### src/switch_debug_pkg.sv
// Offsets, field positions, reset values and encodings of the port debug and subsystem_identifiers register slice.
// Assumes a single core clock domain and 8-bit register offsets.
package switch_debug_pkg;

    // ****************************************
    // Register offsets
    // ****************************************
    localparam logic [7:0] OFF_PHY_LANE_DELTA = 8'h90;
    localparam logic [7:0] OFF_PHY_MARGIN_RXEQ = 8'h94;
    localparam logic [7:0] OFF_OPMODE_CLKBUF = 8'h98;
    localparam logic [7:0] OFF_DEBUG_CONTROL = 8'h9c;
    localparam logic [7:0] OFF_DEBUG_READOUT = 8'hac;
    localparam logic [7:0] OFF_SUBSYS_CAP = 8'hb0;
    localparam logic [7:0] OFF_SUBSYS_IDS = 8'hb4;

    // ****************************************
    // Field positions and reset values
    // ****************************************
    localparam int LANE_MODE_LSB = 0;
    localparam int LANE_MODE_W = 7;
    localparam int DELTA_LSB = 15;
    localparam int DELTA_W = 17;
    localparam logic [6:0] LANE_MODE_RST = 7'h00;
    localparam logic [16:0] DELTA_RST = 17'h00001;
    localparam int MARGIN_LSB = 0;
    localparam logic [15:0] MARGIN_RST = 16'h116b;
    localparam int RXEQ_LSB = 16;
    localparam logic [7:0] RXEQ_RST_UP = 8'h86;
    localparam logic [7:0] RXEQ_RST_DOWN = 8'h00;
    localparam logic [15:0] OPMODE_RST = 16'h0102;
    localparam int CLKBUF_LSB = 16;
    localparam int CLOCK_OUTPUT_POWERDOWN_STRAP_BIT = 20;
    localparam logic [3:0] CLKBUF_PAIR_RST = 4'h7;
    localparam int DBG_PORT_LSB = 0;
    localparam int DBG_TRIG_LSB = 2;
    localparam int DBG_CLEAR_BIT = 6;
    localparam logic [6:0] DBG_CTRL_RST = 7'h00;
    localparam logic [7:0] CAP_ID = 8'h0d;
    localparam logic [7:0] CAP_NEXT_PTR = 8'hc0;
    localparam int CAP_NEXT_LSB = 8;
    localparam int SSID_LSB = 16;

    // ****************************************
    // Training state codes, equal to the trigger select codes
    // ****************************************
    typedef enum logic [3:0] {
        LT_NONE = 4'h0, LT_DETECT = 4'h1, LT_POLLING = 4'h2, LT_CONFIG = 4'h3,
        LT_L0 = 4'h4, LT_L0S = 4'h5, LT_L1 = 4'h6, LT_L2 = 4'h7,
        LT_DISABLE = 4'h8, LT_HOT_RESET = 4'h9, LT_LOOPBACK = 4'ha, LT_RECOVERY = 4'hb
    } train_state_t;
    localparam logic [3:0] TRIG_FIRST = 4'h1;
    localparam logic [3:0] TRIG_LAST = 4'hb;

endpackage : switch_debug_pkg

### src/training_capture.sv
// Capture buffer that records link training state changes after a trigger.
// Assumes state codes arrive on the core clock; reads pop one word each.
`timescale 1ns/1ps
module training_capture #(
    parameter int DEPTH = 16,
    parameter int AW = 4
) (
    input wire logic mclk,
    input wire logic rst,
    input wire logic [3:0] state_in,
    input wire logic [3:0] trigger_code,
    input wire logic clear,
    input wire logic pop,
    output logic [31:0] head_word,
    output logic recording
);
    import switch_debug_pkg::*;

    logic [31:0] mem_q [DEPTH];
    logic [AW-1:0] wr_q;
    logic [AW-1:0] rd_q;
    logic [AW:0] count_q;
    logic [3:0] prev_q;
    logic rec_q;
    logic [23:0] stamp_q;
    logic changed;
    logic trig_valid;
    logic arm;

    // Reserved trigger codes never fire, so the buffer stays idle.
    assign trig_valid = (trigger_code >= TRIG_FIRST) && (trigger_code <= TRIG_LAST);
    assign changed = (state_in != prev_q);
    assign arm = trig_valid && changed && (state_in == trigger_code);
    assign recording = rec_q;
    assign head_word = (count_q != '0) ? mem_q[rd_q] : 32'h0000_0000;

    // Previous state and a free running stamp for each entry.
    always_ff @(posedge mclk) begin
        if (rst) begin
            prev_q <= 4'h0;
            stamp_q <= 24'h00_0000;
        end else begin
            prev_q <= state_in;
            stamp_q <= stamp_q + 24'h00_0001;
        end
    end

    // Arm on entry into the selected state; a clear disarms, but an entry in the same cycle wins.
    always_ff @(posedge mclk) begin
        if (rst) begin
            rec_q <= 1'b0;
        end else if (arm) begin
            rec_q <= 1'b1;
        end else if (clear) begin
            rec_q <= 1'b0;
        end
    end

    // Each entry: old state, new state, stamp. A full buffer drops new entries rather than overwrite history.
    always_ff @(posedge mclk) begin
        if (rst) begin
            wr_q <= '0;
            rd_q <= '0;
            count_q <= '0;
        end else if (clear) begin
            // A trigger entry that meets a clear becomes the first entry of the emptied buffer.
            rd_q <= '0;
            wr_q <= AW'(arm);
            count_q <= (AW+1)'(arm);
            if (arm) begin
                mem_q[0] <= {prev_q, state_in, stamp_q};
            end
        end else begin
            logic push;
            logic take;
            push = (rec_q || arm) && changed && (count_q < (AW+1)'(DEPTH));
            take = pop && (count_q != '0);
            if (push) begin
                mem_q[wr_q] <= {prev_q, state_in, stamp_q};
                wr_q <= wr_q + 1'b1;
            end
            if (take) begin
                rd_q <= rd_q + 1'b1;
            end
            count_q <= count_q + (AW+1)'(push) - (AW+1)'(take);
        end
    end

endmodule : training_capture

### src/switch_phy_debug_ssid_regs.sv
// Register slice with PHY parameters, operation mode, clock buffers, training debug and subsystem IDs.
// Assumes a configuration access port and a side-band management port, both on the core clock mclk.
`timescale 1ns/1ps

module switch_phy_debug_ssid_regs #(
    parameter bit UPSTREAM_PORT = 1'b1,
    parameter int NUM_PORTS = 4,
    parameter int CAPTURE_DEPTH = 16,
    parameter int CAPTURE_AW = 4,
    parameter logic [15:0] SUBSYS_VENDOR_DEFAULT = 16'h5a3c, // Arbitrary value.
    parameter logic [15:0] SUBSYS_DEVICE_DEFAULT = 16'h3c5a // Arbitrary value.
) (
    input wire logic mclk,
    input wire logic rst,
    input wire logic [7:0] cfg_addr,
    input wire logic cfg_wr,
    input wire logic cfg_rd,
    input wire logic [31:0] cfg_wdata,
    output logic [31:0] cfg_rdata,
    input wire logic [7:0] sb_addr,
    input wire logic sb_wr,
    input wire logic sb_rd,
    input wire logic [31:0] sb_wdata,
    output logic [31:0] sb_rdata,
    input wire logic clock_output_powerdown_strap,
    input wire logic vc_zero_negotiation_pending,
    input wire logic scan_mode,
    input wire logic [1:0] package_select,
    input wire logic phy_operating_flag,
    input wire logic debug_mode,
    input wire logic fast_mode,
    input wire logic quiescent_current_test_n,
    input wire logic serial_rom_skip,
    input wire logic [4*NUM_PORTS-1:0] port_train_state,
    output logic reference_clock_output_disable,
    output logic [2:0] reference_clock_output_pair_en,
    output logic debug_recording
);
    import switch_debug_pkg::*;

    // ****************************************
    // Storage
    // ****************************************
    logic [6:0] lane_mode_q;
    logic [16:0] delta_q;
    logic [15:0] margin_q;
    logic [7:0] rxeq_q;
    logic [15:0] opmode_q;
    logic [4:0] clkbuf_q;
    logic strap_load_q;
    logic strap_s1_q;
    logic strap_s2_q;
    logic [6:0] dbg_ctrl_q;
    logic clear_pulse_q;
    logic [15:0] ssvid_q;
    logic [15:0] ssid_q;
    logic [31:0] cfg_rdata_q;
    logic [31:0] sb_rdata_q;
    logic [31:0] head_word;
    logic [3:0] sel_state;
    logic sb_pop;

    // Builds the read word of any offset; the readout word is gated off for configuration access.
    function automatic logic [31:0] read_word(input logic [7:0] addr, input logic sideband);
        logic [31:0] w;
        w = 32'h0000_0000;
        unique case (addr)
            OFF_PHY_LANE_DELTA: begin
                w[LANE_MODE_LSB +: LANE_MODE_W] = lane_mode_q;
                w[DELTA_LSB +: DELTA_W] = delta_q;
            end
            OFF_PHY_MARGIN_RXEQ: begin
                w[MARGIN_LSB +: 16] = margin_q;
                w[RXEQ_LSB +: 8] = rxeq_q;
            end
            OFF_OPMODE_CLKBUF: begin
                w[15:0] = opmode_q;
                w[CLKBUF_LSB +: 5] = clkbuf_q;
            end
            OFF_DEBUG_CONTROL: w[6:0] = dbg_ctrl_q;
            OFF_DEBUG_READOUT: w = sideband ? head_word : 32'h0000_0000;
            OFF_SUBSYS_CAP: begin
                w[7:0] = CAP_ID;
                w[CAP_NEXT_LSB +: 8] = CAP_NEXT_PTR;
            end
            OFF_SUBSYS_IDS: w = {ssid_q, ssvid_q};
            default: w = 32'h0000_0000;
        endcase
        return w;
    endfunction : read_word

    // ****************************************
    // Strap capture
    // ****************************************

    // Two stages before the strap is used. They run through reset, so a strap held for two edges is settled
    // when it is latched in the first cycle after reset release.
    always_ff @(posedge mclk) begin
        strap_s1_q <= clock_output_powerdown_strap;
        strap_s2_q <= strap_s1_q;
    end

    always_ff @(posedge mclk) begin
        if (rst) begin
            strap_load_q <= 1'b1;
        end else begin
            strap_load_q <= 1'b0;
        end
    end

    // ****************************************
    // Side-band overridable defaults
    // ****************************************

    // The PHY words and IDs are read-only to configuration access but take side-band writes; the RxEQ byte stays 00h in a downstream build.
    always_ff @(posedge mclk) begin
        if (rst) begin
            lane_mode_q <= LANE_MODE_RST;
            delta_q <= DELTA_RST;
            margin_q <= MARGIN_RST;
            rxeq_q <= UPSTREAM_PORT ? RXEQ_RST_UP : RXEQ_RST_DOWN;
            ssvid_q <= SUBSYS_VENDOR_DEFAULT;
            ssid_q <= SUBSYS_DEVICE_DEFAULT;
        end else if (sb_wr) begin
            if (sb_addr == OFF_PHY_LANE_DELTA) begin
                lane_mode_q <= sb_wdata[LANE_MODE_LSB +: LANE_MODE_W];
                delta_q <= sb_wdata[DELTA_LSB +: DELTA_W];
            end
            if (sb_addr == OFF_PHY_MARGIN_RXEQ) begin
                margin_q <= sb_wdata[MARGIN_LSB +: 16];
                rxeq_q <= UPSTREAM_PORT ? sb_wdata[RXEQ_LSB +: 8] : RXEQ_RST_DOWN;
            end
            if (sb_addr == OFF_SUBSYS_IDS) begin
                ssvid_q <= sb_wdata[15:0];
                ssid_q <= sb_wdata[SSID_LSB +: 16];
            end
        end
    end

    // Clock buffer field: pairs reset to 7h, power-down bit takes the settled strap once, in the first cycle after reset release, unless written then.
    always_ff @(posedge mclk) begin
        if (rst) begin
            clkbuf_q <= {1'b0, CLKBUF_PAIR_RST};
        end else if (sb_wr && sb_addr == OFF_OPMODE_CLKBUF) begin
            clkbuf_q <= {sb_wdata[CLOCK_OUTPUT_POWERDOWN_STRAP_BIT], 1'b0, sb_wdata[CLKBUF_LSB +: 3]};
        end else if (strap_load_q) begin
            clkbuf_q[4] <= strap_s2_q;
        end
    end

    // Bit 20 high disables every pair; otherwise each pair follows its own enable.
    assign reference_clock_output_disable = clkbuf_q[4];
    assign reference_clock_output_pair_en = clkbuf_q[4] ? 3'b000 : clkbuf_q[2:0];

    // ****************************************
    // Operation mode snapshot
    // ****************************************

    // The mode flags come from core logic on mclk, so no synchroniser is needed here.
    always_ff @(posedge mclk) begin
        if (rst) begin
            opmode_q <= OPMODE_RST;
        end else begin
            opmode_q <= {7'h00, vc_zero_negotiation_pending, scan_mode, package_select, phy_operating_flag,
                         debug_mode, fast_mode, quiescent_current_test_n, serial_rom_skip};
        end
    end

    // ****************************************
    // Debug control and capture
    // ****************************************

    // Either port may write the control word; the side-band port wins when both write at once.
    always_ff @(posedge mclk) begin
        if (rst) begin
            dbg_ctrl_q <= DBG_CTRL_RST;
            clear_pulse_q <= 1'b0;
        end else begin
            clear_pulse_q <= 1'b0;
            if (sb_wr && sb_addr == OFF_DEBUG_CONTROL) begin
                dbg_ctrl_q <= sb_wdata[6:0];
                clear_pulse_q <= sb_wdata[DBG_CLEAR_BIT];
            end else if (cfg_wr && cfg_addr == OFF_DEBUG_CONTROL) begin
                dbg_ctrl_q <= cfg_wdata[6:0];
                clear_pulse_q <= cfg_wdata[DBG_CLEAR_BIT];
            end
        end
    end

    // Port select picks one state lane; a select beyond the port count watches port zero.
    assign sel_state = (int'(dbg_ctrl_q[DBG_PORT_LSB +: 2]) < NUM_PORTS) ?
                       port_train_state[4*dbg_ctrl_q[DBG_PORT_LSB +: 2] +: 4] : port_train_state[3:0];
    assign sb_pop = sb_rd && sb_addr == OFF_DEBUG_READOUT;

    training_capture #(
        .DEPTH(CAPTURE_DEPTH),
        .AW(CAPTURE_AW)
    ) u_capture (
        .mclk(mclk),
        .rst(rst),
        .state_in(sel_state),
        .trigger_code(dbg_ctrl_q[DBG_TRIG_LSB +: 4]),
        .clear(clear_pulse_q),
        .pop(sb_pop),
        .head_word(head_word),
        .recording(debug_recording)
    );

    // ****************************************
    // Read data
    // ****************************************

    // Read data registers one cycle after the read strobe and holds until the next read.
    always_ff @(posedge mclk) begin
        if (rst) begin
            cfg_rdata_q <= 32'h0000_0000;
            sb_rdata_q <= 32'h0000_0000;
        end else begin
            if (cfg_rd) begin
                cfg_rdata_q <= read_word(cfg_addr, 1'b0);
            end
            if (sb_rd) begin
                sb_rdata_q <= read_word(sb_addr, 1'b1);
            end
        end
    end

    assign cfg_rdata = cfg_rdata_q;
    assign sb_rdata = sb_rdata_q;

endmodule : switch_phy_debug_ssid_regs

### config.mk
export PLATFORM = sky130hd
export DESIGN_NAME = switch_phy_debug_ssid_regs
export DESIGN_NICKNAME = d
export VERILOG_FILES = /design/src/switch_debug_pkg.sv /design/src/training_capture.sv /design/src/switch_phy_debug_ssid_regs.sv
export SDC_FILE = /design/constraint.sdc
export NUM_CORES = 1
export LEC_CHECK = 0
export ABC_AREA = 1
export CORE_UTILIZATION = 31
export DETAILED_ROUTE_END_ITERATION = 8
export DONT_BUFFER_PORTS = 1
export MAX_ROUTING_LAYER = met4
export PLACE_DENSITY = 0.48
export SLEW_MARGIN = 20
export SYNTH_ARGS = -nofsm -noshare
export SYNTH_HDL_FRONTEND = slang
export SYNTH_SLANG_ARGS = --single-unit
### constraint.sdc
create_clock -name mclk -period 7.3 [get_ports mclk]
set_input_delay 0.365 -clock mclk [delete_from_list [all_inputs] [get_ports mclk]]
set_output_delay 0.365 -clock mclk [all_outputs]
set_load 0.01 [all_outputs]
==> results.py <==
metrics = {
    "status": {
        "outcome": "completed",
    },
    "clock_tree": {
        "numCtsBuffers": 78,
        "clkTransAtPathRegs_ns": 0.06,
        "worstSkewPairLatency_ns": 0.64,
        "tritoncts": "built",
        "numClockSinks": 726,
        "root_buffer": "clkbuf_16",
        "cts.repair.resized": 0,
        "clock_path_buffers": 3,
        "cts.htree.levels": 3,
    },
    "critical_path": {
        "worstPathArrival_ns": 4.12,
        "cp_common_cell": "nand3_1",
        "critical_path_class": "reg2reg",
        "critPathMaxStageDelay_ns": 0.58,
        "crit_fanout": 25,
        "crit_path_start": "dbg_ctrl_q[0]",
        "crit_slowest_cell": "buf_4",
        "cp-endpoint": "u_capture.mem_q[11][26]",
        "crit_chain": "inv_2 -> nand2_1 -> nand3_1 -> nand2_2 -> inv_2 -> nor2_1 -> nor2_1 -> nand3_1 -> nand2_2 -> nand3_2 -> inv_1 -> nand3_1 -> nor2_4 -> buf_4",
        "path_delay_family": "simple AND/OR/NAND/NOR gates",
        "r2r_slack_ns": 3.44,
        "reg2reg_depth": 14,
        "worst-path-stages": 14,
        "r2r-start": "dbg_ctrl_q[0]",
        "cp_num_buf_inv": 4,
        "r2r-end": "u_capture.mem_q[11][26]",
        "critPathCaptureType": "flip-flop",
        "crit_required_ns": 7.56,
        "startpoint_type": "flip-flop",
    },
    "pwr": {
        "power_density_nw_per_um2": 253,
        "leakage_uw": 0.0112,
        "vdd_ir_drop_max_v": 0.000144,
        "power_uw": 8580,
    },
    "synth": {
        "synth_area_sq_um": 29500,
        "avgSynthCellArea_sq_um": 10.6,
        "ys_warn_count": 0,
        "synth-edff-count": 512,
        "async_reset_ff_share_pct": 0,
        "synth_cells": 2780,
        "synth_cell_types": 49,
        "synth_nets": 2902,
        "synth_seq_cells": 726,
        "synth-seq-area-share_pct": 66.6,
        "synth_ff_type": "edfxtp_1",
    },
    "floorplanning": {
        "core-area_sq_um": 93700,
        "die_h_microns": 311,
        "die_area_sq_um": 96400,
        "ios": 181,
        "placementRows": 112,
        "initial_core_util_pct": 31.5,
        "dieWidth_microns": 311,
    },
    "drt": {
        "vias": 21400,
        "top_layer": "met4",
        "ant_nets": 0,
        "dr.pass1.iters": 6,
        "wl_met1_microns": 40300,
        "wl_microns": 92100,
        "drc": 0,
        "drt_iter0_drc": 1752,
        "vias_per_cell": 5.20,
        "met3_length_microns": 5650,
        "wl_per_cell_microns": 22.4,
        "met2_length_microns": 43900,
    },
    "timing": {
        "tightest_slew_ns": 1.10,
        "post-route-period-util_pct": 52.9,
        "setup-violations-final": 0,
        "setup_tns_ns": 0,
        "period_needed_ns": 3.86,
        "rsz0062_at_grt": "no",
        "clock_skew_ns": 0.0210,
        "report.final.slew_viol_count": 0,
        "hold_viol_final": 0,
        "fmax_ghz": 0.259,
        "relSlewSlack_pct": 27.0,
        "timing.final.ws_setup_ns": 3.44,
        "hold_slack_ns": 0.0504,
    },
    "grt": {
        "grt_pass1_vias": 20700,
        "grt_pass1_wl_microns": 136000,
        "grt-ovfl-total": 0,
        "grt_usage_pct": 19.3,
        "grt_max_degree": 117,
        "antenna_found_initial": 0,
    },
    "placed_design": {
        "finalWeightedCongestion": 0.900,
        "io_buffers": 0,
        "dp_slack_ns": 3.46,
        "place_hpwl_microns": 51500,
    },
    "cells_and_area": {
        "nets": 2907,
        "area_growth_pct": 14.9,
        "layout-drive-gt1-share_pct": 7.51,
        "n_antenna_cell": 0,
        "n_fill_cell": 9150,
        "regArea_sq_um": 19700,
        "post-route-util_pct": 36.2,
        "multi_input_area_sq_um": 8470,
    },
    "worst_hold_path": {
        "hp-class": "in2reg",
    },
    "job": {
        "maxCapViolCount": 0,
    },
}
## layout make-up
| cell class | instances | area share [%] |
|---|---|---|
| flip-flops and latches | 726 | 58.0 |
| multi-input cells | 1685 | 25.0 |
| clock buffers | 106 | 6.29 |
| well taps | 1254 | 4.63 |
| repair buffers | 88 | 2.45 |
| inverters | 206 | 2.30 |
| clock inverters | 40 | 1.32 |
## logic make-up (layout without fill, tap and decap cells)
kind of cell / after synthesis / count (layout) / share of synthesized area [%]
AOI/OAI and AO/OA: 817 / 817 / 15.7
adders and majority gates: 10 / 10 / 0.450
and+or+nand+nor: 849 / 849 / 11.9
buffers and inverters: 369 / 440 / 5.07
xor gates and xnor gates: 9 / 9 / 0.267
DFF: 726 / 726 / 66.6
## stage by stage
| stage | std cells | instance area [sq um] |
|---|---|---|
| global route | 4105 | 33900 |
| detailed placement | 3907 | 30800 |
| floorplan | 2780 | 29500 |
| global placement | 3907 | 30800 |
| CTS | 4105 | 33900 |
| finish | 4105 | 33900 |
## power breakdown
part	leakage, uW	switching (uW)	internal [uW]	total, uW
sequential	0.00613	26.6	4390	4420
combinational	0.00386	108	51.7	160
clock	0.00126	1650	2350	4000
total	0.0112	1790	6790	8580
## state kept, by name, summed over array words and instances (netlist names), 9 cells and up, named ones only
name and count:
cfg_rdata 32, delta_q 17, margin_q 16, opmode_q 9, sb_rdata 32, ssid_q 16
ssvid_q 16, u_capture.mem_q 512, u_capture.stamp_q 24
## placed cells by master (no fill, tap or decap), types with 8 or more instances in the layout
cell type      instances
nor2_4                21
inv_2                 12
nor3_1                15
nor2_1               385
nand2_1              303
inv_1                191
clkinv_2              11
o211ai_1              55
edfxtp_1             512
clkbuf_1              21
o22ai_1               96
dfxtp_1              210
buf_4                 35
a31oi_1                8
clkinv_1              15
o221ai_1              53
nand4_1                8
o21ai_0              404
bufinv_16              8
o21ai_1               11
ha_1                   9
dlygate4sd3_1         49
clkbuf_16             79
nand2_2                9
a21oi_1              167
a221oi_1              10
nand3_1               81
## cell usage after synthesis, types with 7 or more instances
library cell	n	area share, %
o21ai_0	404	6.9
nor3_1	15	0.25
buf_4	13	0.33
inv_2	11	0.14
nand4_1	8	0.17
a31oi_1	8	0.17
nand2_2	8	0.17
o22ai_1	96	2.0
nor3b_1	7	0.18
dfxtp_1	214	15
xor2_1	7	0.21
o21ai_1	11	0.19
a221oi_1	10	0.30
nand3_1	81	1.4
ha_1	9	0.38
buf_2	42	0.71
clkbuf_1	98	1.2
a21oi_1	167	2.8
nand2_1	304	3.9
edfxtp_1	512	52
buf_1	7	0.089
o221ai_1	53	1.6
inv_1	192	2.4
nor2_1	401	5.1
o211ai_1	55	1.4
## how the worst min path moves through the flow
| stage | startpoint | end | slack (ns) | cells past startpoint |
|---|---|---|---|---|
| finish | sb_rd | sb_rdata[8] | 0.05 | 2 |
| global route | rst | u_capture.count_q[0] | 0.07 | 3 |
| CTS | sb_rd | sb_rdata[8] | 0.01 | 2 |
| detailed placement | strap_s1_q | strap_s2_q | 0.32 | 0 |
| global placement | strap_s1_q | strap_s2_q | 0.31 | 0 |
| floorplan | strap_s1_q | strap_s2_q | 0.31 | 0 |
## metal layers
layer / global-route usage (%) / vias up
li1: - / 9913
met1: 25.2 / 10600
met2: 30.8 / 667
met3: 2.86 / 144
met4: 5.92 / 0
met5: - / -
## what timing repair did
item,4_1_cts,5_1_grt
buffers inserted,0,0
hold buffers,52,0
endpoints found under the hold margin,197,0
Note: power is estimated with default switching activity, not from simulation.
